`src/inc/arbiter_pkg.sv`:
```
// Purpose: Shared constants and types for the four-way priority bus arbiter.
// Assumes: Four requesters, active-low requests, one shared active-low busy line.
// Notes:   The dispatch table layout is 15 entries of one grant line number each.

package arbiter_pkg;

   // ****************************************************************
   // Widths and sizes
   // ****************************************************************
   localparam int LINE_COUNT   = 4;
   localparam int TABLE_DEPTH  = 15;
   localparam int LINE_W       = 2;
   localparam int INDEX_W      = 4;

   // ****************************************************************
   // Levels and codes
   // ****************************************************************
   localparam logic [INDEX_W-1:0]    IDLE_INDEX = 4'hf;
   localparam logic [LINE_COUNT-1:0] REQ_NONE   = 4'hf;
   localparam logic [LINE_COUNT-1:0] GRANT_NONE = 4'h0;
   localparam logic [LINE_COUNT-1:0] GRANT_ONE  = 4'h1;
   localparam logic                  BUSY_FREE  = 1'h1;
   localparam logic [LINE_W-1:0]     LINE_LOW   = 2'h0;
   localparam logic [LINE_W-1:0]     LINE_TOP   = 2'h3;
   localparam logic [LINE_W-1:0]     LINE_NEXT  = 2'h2;

   // ****************************************************************
   // Default dispatch table, entry 14 first, entry 0 last
   // ****************************************************************
   localparam logic [TABLE_DEPTH-1:0][LINE_W-1:0] DISPATCH_DEFAULT = {
      2'h3, 2'h2, 2'h3, 2'h1, 2'h3, 2'h2, 2'h3, 2'h0,
      2'h3, 2'h2, 2'h3, 2'h1, 2'h3, 2'h2, 2'h3
   };

   // ****************************************************************
   // Arbiter phases
   // ****************************************************************
   typedef enum logic [1:0] {
      PH_IDLE,
      PH_WAIT_BUSY,
      PH_WAIT_RELEASE,
      PH_WAIT_FREE
   } phase_t;

endpackage

```
`src/inc/dispatch_if.sv`:
```
// Purpose: Carries the request index to the dispatch table and the chosen line back.
// Assumes: Purely combinational lookup within one cycle.
// Notes:   The lookup side answers the index; the user side drives it.

`timescale 1ns/1ps
`default_nettype none

interface dispatch_if;
   import arbiter_pkg::*;

   logic [INDEX_W-1:0] index;
   logic [LINE_W-1:0]  dest;

   modport lookup (input index, output dest);
   modport user   (output index, input dest);
endinterface

`default_nettype wire

```
`src/dispatch_table.sv`:
```
// Purpose: Jump table that maps the 4-bit request pattern to a grant line.
// Assumes: Index comes from synchronised request levels.
// Notes:   The all-ones index has no entry; the caller stays idle on it.

`timescale 1ns/1ps
`default_nettype none

module dispatch_table
   import arbiter_pkg::*;
#(
   parameter logic [TABLE_DEPTH-1:0][LINE_W-1:0] TABLE = DISPATCH_DEFAULT
)(
   dispatch_if.lookup lk
);

   // ****************************************************************
   // Lookup
   // ****************************************************************
   // All lines are resolved at once from one table read, so no scan is needed.
   always_comb begin
      if (lk.index == IDLE_INDEX) begin
         lk.dest = LINE_LOW;
      end else begin
         lk.dest = TABLE[lk.index];
      end
   end

endmodule

`default_nettype wire

```
`src/four_way_priority_bus_arbiter.sv`:
```
// Purpose: Fixed-priority arbiter granting one shared bus to four requesters.
// Assumes: Requests and busy arrive asynchronously and are synchronised here.
// Notes:   Priority lives only in the dispatch table parameter.
//
// Summary of operation
// - In idle, the four synchronised requests form an index into the dispatch table.
// - Table entries zero to fourteen name a destination; all-ones means keep waiting.
// - Indices 1, 5, 9 and d start the second-priority grant sequence.
// - Default table gives line three top priority, then two, one, zero.
// - Priority changes only by loading different table entries.
// - Every step waits on a signal level, never on a cycle count.
// - A grant sequence has three substates, each testing one input.
// - With no request pending the arbiter stays idle and samples each clock.
// - All pending requests are resolved in one idle cycle, in parallel.
// - Requester holds busy while using the bus; release triggers re-arbitration.
// - All four grant sequences share one logic, differing only in line used.

`timescale 1ns/1ps
`default_nettype none

module four_way_priority_bus_arbiter
   import arbiter_pkg::*;
#(
   parameter logic [TABLE_DEPTH-1:0][LINE_W-1:0] DISPATCH_TABLE = DISPATCH_DEFAULT
)(
   // Clock and reset
   input  wire logic                  I_CLOCK,
   input  wire logic                  I_RST,
   // Requester pins
   input  wire logic [LINE_COUNT-1:0] I_BUS_REQUEST_N,
   input  wire logic                  I_SHARED_BUS_BUSY_N,
   // Grants
   output logic      [LINE_COUNT-1:0] O_BUS_GRANT
);

   // ****************************************************************
   // State
   // ****************************************************************
   typedef struct packed {
      logic [LINE_COUNT-1:0] req_meta;
      logic [LINE_COUNT-1:0] req_sync;
      logic                  free_meta;
      logic                  free_sync;
      phase_t                phase;
      logic [LINE_W-1:0]     line;
      logic [LINE_COUNT-1:0] grant;
   } state_t;

   localparam state_t STATE_RESET = '{
      req_meta:  REQ_NONE,
      req_sync:  REQ_NONE,
      free_meta: BUSY_FREE,
      free_sync: BUSY_FREE,
      phase:     PH_IDLE,
      line:      LINE_LOW,
      grant:     GRANT_NONE
   };

   localparam bit TABLE_IS_DEFAULT = (DISPATCH_TABLE == DISPATCH_DEFAULT);

   state_t state_reg;
   state_t state_next;

   dispatch_if dsp ();

   dispatch_table #(
      .TABLE (DISPATCH_TABLE)
   ) u_table (
      .lk (dsp.lookup)
   );

   // The table is ordered with line zero as the most significant index bit.
   assign dsp.index = {state_reg.req_sync[0], state_reg.req_sync[1],
                       state_reg.req_sync[2], state_reg.req_sync[3]};

   // ****************************************************************
   // Next state
   // ****************************************************************
   always_comb begin
      state_next = state_reg;
      // Pins pass two flip-flops before any decision reads them.
      state_next.req_meta  = I_BUS_REQUEST_N;
      state_next.req_sync  = state_reg.req_meta;
      state_next.free_meta = I_SHARED_BUS_BUSY_N;
      state_next.free_sync = state_reg.free_meta;
      unique case (state_reg.phase)
         PH_IDLE: begin
            // Arbitration only starts once the previous owner has let go of busy.
            if (state_reg.free_sync && (dsp.index != IDLE_INDEX)) begin
               state_next.phase = PH_WAIT_BUSY;
               state_next.line  = dsp.dest;
            end
         end
         PH_WAIT_BUSY: begin
            // No timeout: a slow requester simply keeps its grant longer.
            if (!state_reg.free_sync) begin
               state_next.phase = PH_WAIT_RELEASE;
            end
         end
         PH_WAIT_RELEASE: begin
            if (state_reg.req_sync[state_reg.line]) begin
               state_next.phase = PH_WAIT_FREE;
            end
         end
         PH_WAIT_FREE: begin
            if (state_reg.free_sync) begin
               state_next.phase = PH_IDLE;
            end
         end
      endcase
      if (state_next.phase == PH_WAIT_BUSY) begin
         state_next.grant = GRANT_ONE << state_next.line;
      end else begin
         state_next.grant = GRANT_NONE;
      end
   end

   always_ff @(posedge I_CLOCK or posedge I_RST) begin
      if (I_RST) begin
         state_reg <= STATE_RESET;
      end else begin
         state_reg <= state_next;
      end
   end

   assign O_BUS_GRANT = state_reg.grant;

   // ****************************************************************
   // Elaboration checks
   // ****************************************************************
   // The index must address every table entry plus the one idle pattern.
   if (TABLE_DEPTH != (1 << INDEX_W) - 1) begin : g_depth_check
      $error("Dispatch table depth does not match the request index width.");
   end
   // One index bit per line, and every line number must fit the LINE_W-bit line field.
   if (LINE_COUNT > (1 << LINE_W) || INDEX_W != LINE_COUNT) begin : g_line_check
      $error("Line count does not fit the line number or index width.");
   end
endmodule

`default_nettype wire

```
`config.mk`:
```
export PLATFORM = sky130hd
export DESIGN_NAME = four_way_priority_bus_arbiter
export DESIGN_NICKNAME = d
export VERILOG_FILES = /design/src/inc/arbiter_pkg.sv /design/src/inc/dispatch_if.sv /design/src/dispatch_table.sv /design/src/four_way_priority_bus_arbiter.sv
export SDC_FILE = /design/constraint.sdc
export NUM_CORES = 1
export LEC_CHECK = 0
export ABC_AREA = 1
export BUFFER_PORTS_ARGS = -buffer_cell sky130_fd_sc_hd__clkbuf_2
export CAP_MARGIN = 20
export CORE_MARGIN = 8
export CORE_UTILIZATION = 42
export DETAILED_ROUTE_END_ITERATION = 8
export REMOVE_ABC_BUFFERS = 1
export SLEW_MARGIN = 20
export SYNTH_ARGS = -nofsm -noshare
export SYNTH_HDL_FRONTEND = slang
export SYNTH_HIERARCHICAL = 1
export SYNTH_SLANG_ARGS = --single-unit
```
`constraint.sdc`:
```
create_clock -name I_CLOCK -period 1.08 [get_ports I_CLOCK]
set_input_delay 0.216 -clock I_CLOCK [delete_from_list [all_inputs] [get_ports I_CLOCK]]
set_output_delay 0.216 -clock I_CLOCK [all_outputs]
set_load 0.05 [all_outputs]
```
After elaboration in Yosys (flattened, before gate mapping). Memories as Yosys holds them, arrays and structs flattened. Index checks and enable logic that the tools add are counted.

Register bits after elaboration: 18. Bits in read-only memories: 32. Bits of input ports: 7. Output and inout bits: 4. Logic and storage cells: 30. Memories: 1.

Magnitude comparators: 2. Equal/unequal tests: 6. Shift operators: 1. Muxes and demuxes: 11. Reduce and logical (&&, ||, !) cells: 2.

Memory list: (no name shown) (depth 16, width 2, rd ports 1, clocked after Yosys merged registers in 0, write ports 0, line dispatch_table.sv:24) `lk.dest = TABLE[lk.index];`.

Operators with widths (count): $mux W2 (6); $mux W4 (2); $pmux W2 S4 (1); $lt A4 B5 Y1 const B (1); $eq A2 B1 Y1 const B (2); $eq A2 B2 Y1 const B (2); $eq A4 B4 Y1 const B (1); $ne A4 B4 Y1 const B (1); $shl A1 B2 Y4 const A (1); $lt A2 B3 Y1 const B (1); $bmux W1 S2 (1); $logic_not A2 Y1 (1); $logic_and A1 B1 Y1 (1); $mux W1 (1).

Logic depth before layout (Yosys ltp).
Word-level depth: 7. Depth in mapped cells: 8. Depth with buffers taken out: 8.

By module. Netlist, hierarchy kept.

By module, submodules not included: four_way_priority_bus_arbiter (times used 1, cells an instance 73, area an instance 726.9 µm², seq. area each 462.9 µm²); dispatch_table (times used 1, cells an instance 4, area an instance 15.0 µm², seq. area each 0.0 µm²).

Worst setup path after synthesis. OpenSTA, ideal clock, no wires.

Kind: flip-flop to flip-flop. Start point: reg state_reg, in the netlist dsp.index[1]. End point: reg state_reg, in the netlist O_BUS_GRANT[0]. Library setup time: 0.131 ns. Arrival: 1.033 ns. Required time: 0.949 ns. Slack: -0.084 ns. Cell stages (with the launch flop): 6. Buffers on the path: 0. Period minus slack after synthesis: 1.164 ns. Cells stage by stage: dfstp_2 > nand2_1 > inv_1 > nand2_2 > o211ai_1 > nor2_1.

RTL lines: from (decl) (line four_way_priority_bus_arbiter.sv:61) `state_t state_reg;`; from (signal assigned) (line four_way_priority_bus_arbiter.sv:122) `state_reg <= state_next;`.

==> results.toml <==
[timing]
fmax_mhz = 800
rsz0062_at_grt = "true"
fin_crit_ps = 1250
final-setup-viol-count = 7
fin_crit_sh = 1.16
relSlewSlack = 0.785
worst_pin_slew_ps = 321
hold_viol = 0
fin_ws_ps = -169
fin_skew_ps = 5.29
slew_violations = 0

[clock_tree]
cts_root_buffer = "clkbuf_4"
cts_tree = "built"
clock_sink_count = 18
clk_path_buf_depth = 2
path_clk_slew_ps = 100
numCtsBuffers = 3
worstSkewPairLatency_ps = 280
h-tree-depth = 1

[routing]
wire_per_inst_um = 10.5
drtPass1Iterations = 2
drtIter0Drc = 1
ant_nets = 0
wl_um = 1250
drt-vias-per-instance = 4.59
drc_errors = 0
vias = 546

[pwr]
peakVddDrop_mv = 0.999
combPwrFrac = 0.422
p_per_area_nw_per_um2 = 2240
p_seq_frac = 0.406
swShare = 0.373
power.internal_w = 0.00144
power_w = 0.00230
leakage_nw = 0.524
clkPwrFrac = 0.173
switchingPower_w = 0.000858

[critical_path]
cp-endpoint = "O_BUS_GRANT[1]$_DFF_PP0_"
rr_worst_depth = 7
r2r_end = "O_BUS_GRANT[1]$_DFF_PP0_"
worstPathArrival_ps = 1420
crit_path_start_kind = "flop"
crit_path_start = "state_reg[8]$_DFF_PP1_"
cp.required_ps = 1250
reg2reg_setup_slack_ps = -170
path_max_fanout = 5
crit_path_end_kind = "flop"
crit_type = "reg -> reg"
rr_startpoint = "state_reg[8]$_DFF_PP1_"

[outcome]
status = "finished with violations"
violations = "setup timing"

[yosys]
synth-compound-area-share = 0.0371
ys.warnings.count = 6
synth_top_family_by_area = "simple AND/OR/NAND/NOR gates"
ys_ff_latch = 18
yosysSeqAreaShare = 0.624
synth_mux_area_frac = 0
syn_area_um2 = 742
synthSimpleGateAreaFrac = 0.243
syn_inst = 77
yosysTopAreaCell = "dfstp_2"
ys_types = 14
synth_xor_area_frac = 0
netlist.area_leader.share = 0.354
synth_adder_area_share = 0
syn_avg_cell_area_um2 = 9.64
synth_area_leaders = "dfstp_2, dfrtp_1, nand2_1"

[global_route]
overflow = 0
grt_antenna_before_repair = 0
grt_max_degree = 19
grt_pass1_vias = 561
grt_usage = 0.0788
grt_pass1_wl_um = 2100

[die]
rows = 15
ios = 11
die_w_um = 58.0
die_area_um2 = 3370
fp.dieH_um = 58.0
design.core.area_um2 = 1690
start_util = 0.439

[layout]
utilization = 0.607
num-nets-final = 110
areaGrowthSynthToFinish_pct = 38.1
multiInputGateArea_um2 = 245
drive_gt1_frac = 0.510
n_fill_cell = 148
fin_area_um2 = 1020
register_area_um2 = 463
antenna_cells = 0

[place]
io_buffers = 10
dp.final_hpwl_um = 847
place_area_um2 = 843
globalplace.congestion = 0.770

[hold_path]
hold_path_class = "reg -> reg"

[flow_run]
maxCapViolCount = 0
[worst min-delay path by stage]
stage	from	endpoint	slack, ps	depth (start not counted)
after global routing	state_next[11]$_DFF_PP1_	dsp.index[2]$_DFF_PP1_	360	0
after detailed placement	I_RST	state_reg[4]$_DFF_PP0_	220	3
final	state_next[10]$_DFF_PP1_	dsp.index[3]$_DFF_PP1_	360	0
after CTS	state_next[8]$_DFF_PP1_	state_reg[8]$_DFF_PP1_	360	0
after global placement	I_RST	state_reg[4]$_DFF_PP0_	210	3
after floorplan	I_RST	O_BUS_GRANT[0]$_DFF_PP0_	150	1
[metal layers]
layer  vias to the layer above  track usage  part of all wire
li1                        277            -                 -
met1                       260       0.0829              0.43
met2                         9        0.139              0.53
met3                         0       0.0287             0.043
met4                         0       0.0315                 0
met5                         -            0                 0
[synth_stat cells]
library cell  number
nand3_1            4
nand2_2            7
dfrtp_1            8
nor2_1             9
buf_4              4
nor2_4             1
o21ai_1            1
dfstp_2           10
nand3b_1           1
nand2_1           17
inv_1              9
o211ai_1           1
inv_2              2
o21ai_0            3
[stage by stage]
stage               std cells  setup WS, ps  hold slack [ps]  setup TNS (ps)
finish                    119          -169              360            -918
global route              119          -246              363           -1400
CTS                       118          -145              362            -643
detailed placement        108          -150              218            -638
global placement          108          -129              215            -564
floorplan                  73         -83.8              147            -335
[cells in the final DEF, fill, tap and decap left out, drive strengths merged]
master,Yosys,routed
buf,4,13
clkbuf,0,10
dfrtp,8,8
dfstp,10,10
dlygate4sd3,0,6
inv,11,11
nand2,24,24
nand3,4,4
nand3b,1,1
nor2,10,10
o211ai,1,1
o21ai,4,4
[critical path, stage by stage, from the launching register on]
cell	delay [ps]
dfstp_2	550
nand2_2	70
nor2_4	190
nand2_4	100
nand2_2	80
nand2_4	60
nand2_2	60
nor2_1	40
[area by class of cell]
class,count,area share
multi-input cells,44,0.239
well taps,17,0.0208
inverters,11,0.0403
repair buffers,25,0.212
flip-flops and latches,18,0.452
clock buffers,4,0.0354
[power by group through the flow]
| stage | combinational [W] | clock, W | sequential, W |
|---|---|---|---|
| floorplan | 0.000414 | 0 | 0.00104 |
| global placement | 0.000757 | 0 | 0.000925 |
| detailed placement | 0.000765 | 0 | 0.000924 |
| CTS | 0.000846 | 0.000416 | 0.000919 |
| global route | 0.00108 | 0.000432 | 0.000946 |
| finish | 0.000970 | 0.000397 | 0.000933 |
[what timing repair did]
action                                  4_1_cts  5_1_grt
endpoints found under the setup margin       11       11
pin swaps                                     7        4
resized for setup                            12       13
setup buffers                                 0        1
endpoints found under the hold margin        13        0
hold buffers                                  6        0
[cell families (layout without fill, tap and decap cells)]
kind of cell / after synthesis / in the layout
and+or+nand+nor: 39 / 39
buffers and inverters: 15 / 40
DFF: 18 / 18
AOI/OAI and AO/OA: 5 / 5
Power figures use the tool's default switching activity.
